[src/verilog/pcs_pkg.sv]
// Purpose: Constants and types for the press cycle sequencer
// Assumes: Classic Wishbone, 32-bit data, byte addresses
// Notes on behaviour
// - Start only while part present
// - Part sensor must toggle after leaving bottom
// - Press inputs default: part, stop, guard
// - Pedal, mute sensor, dual need stop
// - Pedal at stop point drives to bottom
// - Two-hand, pedal to bottom, two-hand up
// - Pedal on start: stop, then stroke to bottom only
// - No pedal: two-hand again finishes stroke
// - Mute sensor mutes guard at safe point
// - Dual pressure adds high, low outputs
// - High pressure after stop point
// - Low pressure to stop point, upstroke
// - Single: estop, guard, top armed first
// - Single: estop, guard, top turn off
// - Manual: estop, guard, part, top first
// - First down: estop, guard, release, stop
// - At stop point halt and mute guard
// - Second down: estop, pedal, bottom stop
// - From bottom, two-hand returns slide up
// - Upstroke: release, estop, guard, top stop
// - Single: start request is momentary
// - Manual and single never both set
// - Single: guard muted whole upstroke
package pcs_pkg;

  // Register byte addresses
  localparam logic [7:0] ADR_CFG  = 8'h00;
  localparam logic [7:0] ADR_STAT = 8'h04;

  // Configuration word, bit 0 is press inputs enable
  typedef struct packed {
    logic single;
    logic manual;
    logic dual;
    logic msens;
    logic pedal;
    logic mguard;
    logic sequential_stop_input;
    logic part_present_input;
    logic pci;
  } pcs_cfg_t;

  // Press inputs on with part, stop, guard; manual
  localparam pcs_cfg_t CFG_RST = 9'h08F;

  // Sequencer states
  typedef enum logic [2:0] {
    ST_IDLE = 3'b000,
    ST_DSQS = 3'b001,
    ST_HOLD = 3'b010,
    ST_DBOT = 3'b011,
    ST_ABOT = 3'b100,
    ST_UP   = 3'b101,
    ST_HALT = 3'b110
  } pcs_state_t;

  // Status word, low bits first from the right
  typedef struct packed {
    logic       cfg_err;
    logic       pip_ok;
    logic       armed;
    logic       muted;
    logic       low;
    logic       high;
    logic       down;
    logic       up;
    pcs_state_t state;
  } pcs_stat_t;

endpackage

[src/verilog/pcs_sequencer.sv]
// Purpose: Press cycle sequencer with Wishbone config
// Assumes: All inputs synchronous to clk_i
// Notes: Valve outputs are registered from the next state
//
// Chosen here: the register addresses and register access over Wishbone.
`timescale 1ns/1ps
`default_nettype none
module pcs_sequencer (
  // Clock and reset
  input  wire logic        clk_i,
  input  wire logic        rst_i,
  // Wishbone slave
  input  wire logic        wb_cyc_i,
  input  wire logic        wb_stb_i,
  input  wire logic        wb_we_i,
  input  wire logic [7:0]  wb_adr_i,
  input  wire logic [3:0]  wb_sel_i,
  input  wire logic [31:0] wb_dat_i,
  output logic      [31:0] wb_dat_o,
  output logic             wb_ack_o,
  // Guards, operator controls, sensors
  input  wire logic        estop_ok_i,
  input  wire logic        guard_ok_i,
  input  wire logic        op_reset_i,
  input  wire logic        go_i,
  input  wire logic        pedal_input_i,
  input  wire logic        part_present_input_i,
  input  wire logic        sequential_stop_input_i,
  input  wire logic        mute_sensor_input_i,
  input  wire logic        top_position_input_i,
  input  wire logic        bottom_position_input_i,
  // Valves and status
  output logic             up_o,
  output logic             down_o,
  output logic             high_o,
  output logic             low_o,
  output logic             guard_muted_o
);

  // State registers
  pcs_pkg::pcs_cfg_t   cfg_q;
  pcs_pkg::pcs_cfg_t   cfg_d;
  pcs_pkg::pcs_state_t st_q;
  pcs_pkg::pcs_state_t st_d;
  pcs_pkg::pcs_stat_t  stat;
  logic        cfg_err_q;
  logic        cfg_err_d;
  logic        ack_q;
  logic        ack_d;
  logic [31:0] rdat_q;
  logic [31:0] rdat_d;
  logic        armed_q;
  logic        armed_d;
  logic        go_q;
  logic        pedal_q;
  logic        pip_ok_q;
  logic        pip_ok_d;
  logic        pip_low_q;
  logic        pip_low_d;
  logic        up_q;
  logic        up_d;
  logic        down_q;
  logic        down_d;
  logic        high_q;
  logic        high_d;
  logic        low_q;
  logic        low_d;

  // Effective options
  logic        pip_en;
  logic        sqs_en;
  logic        mg_en;
  logic        ped_en;
  logic        ms_en;
  logic        dual_en;
  logic        go_rise;
  logic        ped_rise;
  logic        muted;
  logic        stop_all;
  logic        can_start;
  logic        bus_req;
  logic        wr_cfg;
  pcs_pkg::pcs_cfg_t wcfg;

  // Press inputs block gates the default inputs
  assign pip_en = cfg_q.pci & cfg_q.part_present_input;
  assign sqs_en = cfg_q.pci & cfg_q.sequential_stop_input;
  assign mg_en  = cfg_q.pci & cfg_q.mguard;

  // Options that exist only with the stop point
  assign ped_en  = sqs_en & cfg_q.pedal;
  assign ms_en   = sqs_en & cfg_q.msens;
  assign dual_en = sqs_en & cfg_q.dual;

  // Edges of operator requests
  assign go_rise  = go_i & ~go_q;
  assign ped_rise = pedal_input_i & ~pedal_q;

  // Guard muting from the current position in the cycle
  always_comb begin
    muted = 1'b0;
    if (mg_en) begin
      case (st_q)
        pcs_pkg::ST_HOLD: muted = 1'b1;
        pcs_pkg::ST_DBOT: muted = 1'b1;
        pcs_pkg::ST_ABOT: muted = 1'b1;
        pcs_pkg::ST_UP:   muted = cfg_q.single;
        default:          muted = 1'b0;
      endcase
    end
  end

  // Estop and unmuted guard: turn-off authority in every motion state
  assign stop_all = ~estop_ok_i | (~guard_ok_i & ~muted);

  // Start needs armed guards, top, part and fresh request
  // A guard or estop dropping in the start cycle still refuses the start
  assign can_start = armed_q & ~stop_all & top_position_input_i & go_rise
                   & (~pip_en | (part_present_input_i & pip_ok_q));

  // Arming by operator reset while guards are in Run
  always_comb begin
    armed_d = armed_q;
    if (stop_all) begin
      armed_d = 1'b0;
    end else if (op_reset_i) begin
      armed_d = 1'b1;
    end
  end

  // Part sensor must toggle after the slide leaves bottom
  always_comb begin
    pip_ok_d  = pip_ok_q;
    pip_low_d = pip_low_q;
    if (st_q == pcs_pkg::ST_DBOT && bottom_position_input_i) begin
      pip_ok_d  = 1'b0;
      pip_low_d = 1'b0;
    end else if (!bottom_position_input_i && !pip_ok_q) begin
      if (!part_present_input_i) begin
        pip_low_d = 1'b1;
      end else if (pip_low_q) begin
        pip_ok_d = 1'b1;
      end
    end
  end

  // Sequencer next state
  always_comb begin
    st_d = st_q;
    case (st_q)
      pcs_pkg::ST_IDLE: begin
        if (can_start) begin
          st_d = sqs_en ? pcs_pkg::ST_DSQS : pcs_pkg::ST_DBOT;
        end
      end
      pcs_pkg::ST_DSQS: begin
        if (cfg_q.manual && !go_i) begin
          st_d = pcs_pkg::ST_HALT;
        end else if (sequential_stop_input_i) begin
          if (!ms_en || mute_sensor_input_i) begin
            st_d = pcs_pkg::ST_HOLD;
          end else begin
            st_d = pcs_pkg::ST_HALT;
          end
        end
      end
      pcs_pkg::ST_HOLD: begin
        if (ped_en) begin
          if (ped_rise) begin
            st_d = pcs_pkg::ST_DBOT;
          end
        end else if (go_rise) begin
          st_d = pcs_pkg::ST_DBOT;
        end
      end
      pcs_pkg::ST_DBOT: begin
        if (ped_en && !pedal_input_i) begin
          st_d = pcs_pkg::ST_HALT;
        end else if (!ped_en && cfg_q.manual && !go_i) begin
          st_d = pcs_pkg::ST_HALT;
        end else if (bottom_position_input_i) begin
          // Pedal stroke stops at bottom, others return
          if (ped_en) begin
            st_d = pcs_pkg::ST_ABOT;
          end else begin
            st_d = pcs_pkg::ST_UP;
          end
        end
      end
      pcs_pkg::ST_ABOT: begin
        if (!pedal_input_i && go_rise) begin
          st_d = pcs_pkg::ST_UP;
        end
      end
      pcs_pkg::ST_UP: begin
        if (top_position_input_i) begin
          st_d = pcs_pkg::ST_IDLE;
        end else if (cfg_q.manual && !go_i) begin
          st_d = pcs_pkg::ST_HALT;
        end
      end
      pcs_pkg::ST_HALT: begin
        if (top_position_input_i && !go_i) begin
          st_d = pcs_pkg::ST_IDLE;
        end else if (armed_q && go_rise && !top_position_input_i) begin
          st_d = pcs_pkg::ST_UP;
        end
      end
      default: st_d = pcs_pkg::ST_HALT;
    endcase
    // Unmuted guard or estop loss overrides every motion state
    if (stop_all && st_q != pcs_pkg::ST_IDLE) begin
      st_d = pcs_pkg::ST_HALT;
    end
  end

  // Valve outputs decoded from next state
  always_comb begin
    up_d   = 1'b0;
    down_d = 1'b0;
    high_d = 1'b0;
    low_d  = 1'b0;
    case (st_d)
      pcs_pkg::ST_DSQS: begin
        down_d = 1'b1;
        low_d  = dual_en;
      end
      pcs_pkg::ST_DBOT: begin
        down_d = 1'b1;
        high_d = dual_en;
      end
      pcs_pkg::ST_UP: begin
        up_d  = 1'b1;
        low_d = dual_en;
      end
      default: begin
        up_d = 1'b0;
      end
    endcase
  end

  // Wishbone decode; config write lands on the edge the master sees ack
  assign bus_req = wb_cyc_i & wb_stb_i;
  assign wr_cfg  = bus_req & wb_we_i & ack_q & (wb_adr_i == pcs_pkg::ADR_CFG);

  // Byte lanes merged into the config word
  always_comb begin
    wcfg = cfg_q;
    if (wb_sel_i[0]) begin
      wcfg[7:0] = wb_dat_i[7:0];
    end
    if (wb_sel_i[1]) begin
      wcfg[8] = wb_dat_i[8];
    end
  end

  // Config update, conflicting modes refused
  always_comb begin
    cfg_d     = cfg_q;
    cfg_err_d = cfg_err_q;
    if (wr_cfg) begin
      if (wcfg.manual && wcfg.single) begin
        cfg_err_d = 1'b1;
      end else begin
        cfg_d     = wcfg;
        cfg_err_d = 1'b0;
      end
    end
  end

  // Status word
  always_comb begin
    stat.state   = st_q;
    stat.up      = up_q;
    stat.down    = down_q;
    stat.high    = high_q;
    stat.low     = low_q;
    stat.muted   = muted;
    stat.armed   = armed_q;
    stat.pip_ok  = pip_ok_q;
    stat.cfg_err = cfg_err_q;
  end

  // Ack one cycle after request, read data registered
  always_comb begin
    ack_d  = bus_req & ~ack_q;
    rdat_d = 32'h0000_0000;
    if (bus_req && !ack_q && !wb_we_i) begin
      case (wb_adr_i)
        pcs_pkg::ADR_CFG:  rdat_d = {23'h000000, cfg_q};
        pcs_pkg::ADR_STAT: rdat_d = {21'h000000, stat};
        default:           rdat_d = 32'h0000_0000;
      endcase
    end
  end

  // Registers
  always_ff @(posedge clk_i) begin
    if (rst_i) begin
      cfg_q     <= pcs_pkg::CFG_RST;
      cfg_err_q <= 1'b0;
      ack_q     <= 1'b0;
      rdat_q    <= 32'h0000_0000;
      st_q      <= pcs_pkg::ST_HALT;
      armed_q   <= 1'b0;
      go_q      <= 1'b1;
      pedal_q   <= 1'b1;
      pip_ok_q  <= 1'b1;
      pip_low_q <= 1'b0;
      up_q      <= 1'b0;
      down_q    <= 1'b0;
      high_q    <= 1'b0;
      low_q     <= 1'b0;
    end else begin
      cfg_q     <= cfg_d;
      cfg_err_q <= cfg_err_d;
      ack_q     <= ack_d;
      rdat_q    <= rdat_d;
      st_q      <= st_d;
      armed_q   <= armed_d;
      go_q      <= go_i;
      pedal_q   <= pedal_input_i;
      pip_ok_q  <= pip_ok_d;
      pip_low_q <= pip_low_d;
      up_q      <= up_d;
      down_q    <= down_d;
      high_q    <= high_d;
      low_q     <= low_d;
    end
  end

  // Outputs
  assign wb_ack_o      = ack_q;
  assign wb_dat_o      = rdat_q;
  assign up_o          = up_q;
  assign down_o        = down_q;
  assign high_o        = high_q;
  assign low_o         = low_q;
  assign guard_muted_o = muted;

endmodule
`default_nettype wire

[config.mk]
export PLATFORM = sky130hd
export DESIGN_NAME = pcs_sequencer
export DESIGN_NICKNAME = d
export VERILOG_FILES = /design/src/verilog/pcs_pkg.sv /design/src/verilog/pcs_sequencer.sv
export SDC_FILE = /design/constraint.sdc
export NUM_CORES = 1
export LEC_CHECK = 0
export ABC_AREA = 1
export BUFFER_PORTS_ARGS = -buffer_cell sky130_fd_sc_hd__buf_2
export CAP_MARGIN = 20
export CORE_UTILIZATION = 25
export DETAILED_ROUTE_END_ITERATION = 10
export GPL_TIMING_DRIVEN = 1
export RECOVER_POWER = 50
export SETUP_SLACK_MARGIN = 0.15
export SLEW_MARGIN = 0
export SYNTH_ARGS = -nofsm -noshare
export SYNTH_HDL_FRONTEND = slang
export SYNTH_SLANG_ARGS = --single-unit
[constraint.sdc]
create_clock -name clk_i -period 2.1 [get_ports clk_i]
set_input_delay 0.42 -clock clk_i [delete_from_list [all_inputs] [get_ports clk_i]]
set_output_delay 0.42 -clock clk_i [all_outputs]
set_load 0.02 [all_outputs]
# [Yosys cells after proc, flatten, opt, wreduce, memory -nomap -nowiden]
# Index checks and enable logic that the tools add are counted.
[totals] ff_bits=55 output_inout_bits=38 wordCells=139
[classes] eq_ne=10 mux=31 bitwise=34 reduce_logical=42
[op_table] op="3-bit 2-to-1 mux" n=16
[op_table] op="11-bit one-hot mux with 2 select lines" n=1
[op_table] op="3-bit one-hot mux with 7 select lines" n=1
[op_table] op="1-bit bitwise AND" n=19
[op_table] op="1-bit logical AND" n=14
[op_table] op="2-bit OR reduction" n=7
[op_table] op="1-bit inverter" n=13
[op_table] op="3-bit == test (second input constant)" n=4
[op_table] op="1-bit 2-to-1 mux" n=10
[op_table] op="3-bit by 2-bit == test with 1-bit output (second input constant)" n=3
[op_table] op="1-bit logical NOT" n=9
[op_table] op="8-bit by 3-bit == test with 1-bit output (second input constant)" n=1
[op_table] op="8-bit logical NOT" n=1
[op_table] op="8-bit 2-to-1 mux" n=1
[op_table] op="3-bit by 1-bit == test with 1-bit output (second input constant)" n=2
[op_table] op="3-bit AND reduction" n=2
[op_table] op="2-bit nonzero test" n=3
[op_table] op="2-bit AND reduction" n=2
[op_table] op="3-bit logical NOT" n=1
[op_table] op="3-bit nonzero test" n=1
[op_table] op="3-bit OR reduction" n=1
[op_table] op="2-bit 2-to-1 mux" n=1
[op_table] op="1-bit OR" n=2
[op_table] op="1-bit one-hot mux with 2 select lines" n=1
[op_table] op="1-bit logical OR" n=1

# [Longest topological paths before layout]
[depth] ltp_word=19 ltp_mapped=12 ltp_nobuf=11

# [Worst setup path after synthesis]
# No wires, ideal clock.
[synth_path] kind="input-to-reg" from="input wb_adr_i[1]" to="register cfg_q[2] in the netlist's numbering" arrival_ns=1.374 required_time_ns=1.977 setup_slack_ns=0.603 stages=9 path_buffers=0 cell_sequence="or2_4 -> nor3_2 -> nand3_2 -> nor2_4 -> inv_2 -> nor2_8 -> inv_4 -> nand2_1 -> nand3_1"
[synth_between] elab_chain_len=3
[synth_lines] item="start: declaration" line="pcs_sequencer.sv:16" rtl="input wire logic [7:0] wb_adr_i,"
[synth_lines] item="8-bit logical NOT" line="pcs_sequencer.sv:244" rtl="assign wr_cfg = bus_req & wb_we_i & ack_q & (wb_adr_i == pcs_pkg::ADR_CFG);"
[synth_lines] item="1-bit bitwise AND" line="pcs_sequencer.sv:244"
[synth_lines] item="3-bit AND reduction (no line)"
[synth_lines] item="end signal: assignment" line="pcs_sequencer.sv:300" rtl="cfg_q <= pcs_pkg::CFG_RST;"
[synth_lines] item="end signal: assignment" line="pcs_sequencer.sv:315" rtl="cfg_q <= cfg_d;"
[synth_lines] item="end: declaration" line="pcs_sequencer.sv:41" rtl="pcs_pkg::pcs_cfg_t cfg_q;"
# No other way between the ends.
# A chain may end at the register's enable or synchronous reset.

# [Worst setup path in the final report]
[layout_path] from="register st_q[0]" to="output guard_muted_o"
[layout_between] elab_chain_len=4 elab_cells_between_ends=7 classes_between="eq/ne (4); mux (2); reduce/logical (1)"
[layout_lines] item="start: declaration" line="pcs_sequencer.sv:43" rtl="pcs_pkg::pcs_state_t st_q;"
[layout_lines] item="start signal: assignment" line="pcs_sequencer.sv:304" rtl="st_q <= pcs_pkg::ST_HALT;"
[layout_lines] item="start signal: assignment" line="pcs_sequencer.sv:319" rtl="st_q <= st_d;"
[layout_lines] item="3-bit by 2-bit == test with 1-bit output or 3-bit == test (tied branches)" line="pcs_sequencer.sv:103" rtl="case (st_q)"
[layout_lines] item="3-bit OR reduction (no line)"
[layout_lines] item="1-bit one-hot mux with 2 select lines *" line="pcs_sequencer.sv:103"
[layout_lines] item="1-bit 2-to-1 mux *" line="pcs_sequencer.sv:102" rtl="if (mg_en) begin"
[layout_lines] item="end: declaration" line="pcs_sequencer.sv:37" rtl="output logic guard_muted_o"
# Every way passes the cells marked *; elsewhere a longest branch is shown, timed or not.

==> flow_summary_export.csv <==
group,metric,value,unit
global_route,antenna_found_initial,0,
critical_path,rr_startpoint,"cfg_q[0]$_SDFFE_PP1P_",
routing,drtPass1Iterations,4,
layout,synthToLayoutAreaGrowth,18.18,%
timing,fin_ws,0.2975,ns
global_route,grt-busiest-layer,"met2",
layout,finalNonFillerCells,401,
timing,setup_violations,0,
synth,synth_top_area_cell,"dfxtp_1",
routing,antenna_left,0,
synth,synthCells,251,
timing,fin_skew,0.004843,ns
floorplan,die-area,7699,sq um
routing,wl,4.401,mm
synth,yosys.area_share.simple,37.03,%
timing,tightest_slew,0.5382,ns
timing,slew_viol_final,0,
placed_design,portBuffers,50,
routing,via_per_inst,4.234,
placed_design,place_inst,393,
critical_path,critPathKind,"flop to primary output",
timing,hold_viol,0,
cts,path_clk_slew,0.07,ns
global_route,grt_pass1_vias,1520,
synth,synth_top_area_share,37.03,%
synth,muxShareOfSynthArea,0.5446,%
placed_design,hpwl,3.566,mm
cts,cts_max_path_buffers,2,
floorplan,io_pins,97,
cts,clock-sinks,34,
cts,clk_latency,0.28,ns
synth,avgSynthCellArea,7.323,sq um
global_route,overflow,0,
layout,diodes,0,
routing,route.detailed.drc,0,
placed_design,gp_congestion,0.8739,
placed_design,pre_cts_ws,0.3103,ns
min_path,hp-class,"input port to flop",
timing,setup-tns-final,0,ns
cts,cts_buffers,5,
routing,drt_iter0_markers,108,
synth,synthTopCellsByArea,"dfxtp_1, nand2_1, buf_4",
outcome,outcome,"finished, final reports clean",
critical_path,crit_path_start_kind,"flop",
global_route,grt_use_met1,14.68,%
timing,min_period_over_period,85.83,%
power,ir_drop,0.0001694,V
floorplan,start_util,26.47,%
synth,synth-warning-count,0,
layout,nets,363,
critical_path,startpoint,"st_q[0]$_SDFF_PP0_",
global_route,grt_max_degree,19,
timing,slew_headroom,64.08,%
synth,synth_compound_area_share,9.871,%
cts,cts-htree-levels,2,
floorplan,die_x,87.75,um
critical_path,required,1.68,ns
routing,vias,1698,
synth,synthAdderAreaFrac,0,%
critical_path,cp_max_fo,7,
synth,synth_top_family_by_area,"simple AND/OR/NAND/NOR gates",
synth,synth-xor-area-share,0,%
floorplan,core-area,6944,sq um
cts,root_buffer,"clkbuf_8",
power,p_per_area,610.6,nW/um^2
routing,avgRoutedWirePerCell,10.98,um
synth,synth.yosys.seq_area_share,37.03,%
critical_path,critPathCaptureType,"primary output",
run,drv_cap,0,
global_route,grt_use_total,11.85,%
floorplan,rows,30,
timing,rsz0062_at_grt,"false",
floorplan,fp.dieH,87.75,um
power,p_leak,0.9707,nW
layout,layout-drive-gt1-share,23.93,%
global_route,grt_pass1_wl,6.941,mm
cts,hold_buffers,0,
timing,period_needed,1.803,ns
synth,synth_cell_types,33,
synth,syn_area,1838,sq um
critical_path,worstPathArrival,1.38,ns
timing,fmax,554.8,MHz
global_route,gr-usage-met3,4.336,%
cts,cts_tree,"built",
synth,synth_seq_cells,34,
global_route,grt_util_met2,18.89,%
min_path,min_from,"wb_dat_i[2]",
## through the flow
| step | power (mW) | cell area, sq um | hold WS, ns | utilization, % |
|---|---|---|---|---|
| 6_report | 1.326 | 2172 | 0.3461 | 31.28 |
| 2_1_floorplan | 0.8146 | 1913 | 0.4483 | - |
| 5_1_grt | 1.390 | 2172 | 0.3577 | 31.28 |
| 4_1_cts | 1.341 | 2205 | 0.3472 | 31.75 |
| 3_5_place_dp | 0.8412 | 2110 | 0.4532 | 30.38 |
| 3_3_place_gp | 0.8391 | 2110 | 0.4444 | 30.38 |
## per-layer routing
layer  vias to the layer above  wire length (um)  share of wire (%)
li1                        875                 -                  -
met1                       753              1952                 44
met2                        65              2027                 46
met3                         5               364                8.3
met4                         0                57                1.3
met5                         -                 0                  0
## cell usage in the layout (no fill, tap or decap), drive strengths merged
cell	instances
a31oi	2
conb	21
o211ai	3
buf	35
o21bai	1
nand2	65
o21ai	11
mux2i	1
nor4	1
nand3b	2
dfxtp	34
clkinvlp	1
nor2	30
clkinv	3
nor3	6
nand4	5
nor3b	1
nand3	20
a21oi	16
inv	22
clkbuf	23
or2	2
## where the power goes
| part | switching (mW) | internal [mW] | leakage [nW] | total (mW) |
|---|---|---|---|---|
| combinational | 0.115 | 0.0497 | 0.648 | 0.165 |
| sequential | 0.00866 | 0.651 | 0.275 | 0.660 |
| clock | 0.238 | 0.263 | 0.0472 | 0.502 |
## kinds of logic (layout without fill, tap and decap cells)
family	after synthesis	after routing
simple gates	132	132
compound gates	33	33
buf+inv	50	84
flops	34	34
mux	1	1
other cells	1	21
## sequential cells by signal (all words and copies together), names as in the netlist
name / count
armed_q: 1
high_o: 1
pip_ok_q: 1
down_o: 1
pip_low_q: 1
pedal_q: 1
cfg_q: 9
wb_ack_o: 1
go_q: 1
st_q: 3
low_o: 1
up_o: 1
wb_dat_o: 11
cfg_err_q: 1
## critical path: stages (launching register included)
cell and delay [ns]:
dfxtp_1 0.48, inv_2 0.13, nand3_2 0.12, nand3_2 0.09, nand2_2 0.07, inv_1 0.05, buf_2 0.15
## cells in the mapped netlist
library cell,n
nor3b_1,1
conb_1,1
clkbuf_1,1
o21ai_0,7
nor2_4,3
or2_1,1
nor2_8,1
nand3b_1,2
nand4_1,5
nand2_1,57
inv_2,4
clkinv_1,2
buf_4,24
nor4_4,1
nor3_2,2
nor3_1,4
inv_4,1
o21ai_2,1
nor2_1,20
inv_1,17
nand3_2,4
o211ai_1,3
a21oi_1,16
nand2_2,8
buf_2,1
a31oi_1,2
mux2i_1,1
dfxtp_1,34
or2_4,1
nor2_2,6
o21bai_1,1
nand3_1,16
o21ai_1,3
## worst paths after layout
check / slack (ns) / to / depth (start not counted)
max: 0.30 / guard_muted_o / 6
min: 0.35 / cfg_q[2]$_SDFFE_PP1P_ / 3
min reg2reg: 0.47 / wb_dat_o[6]$_SDFF_PP0_ / 2
max reg2reg: 0.49 / low_o$_SDFF_PP0_ / 8
## final cells by class
cell class              count  area, sq um
fillers                   758         4772
multi-input cells         187        940.9
flip-flops and latches     34        681.9
repair buffers             52        241.5
well taps                  96        120.1
inverters                  24        92.59
clock buffers               6        82.58
clock inverters             2        12.51
## timing repair
item / in CTS / in global routing
resized for setup: 0 / 1
buffers inserted: 0 / 0
endpoints found under the setup margin: 0 / 1
(Power assumes the default switching activity.)
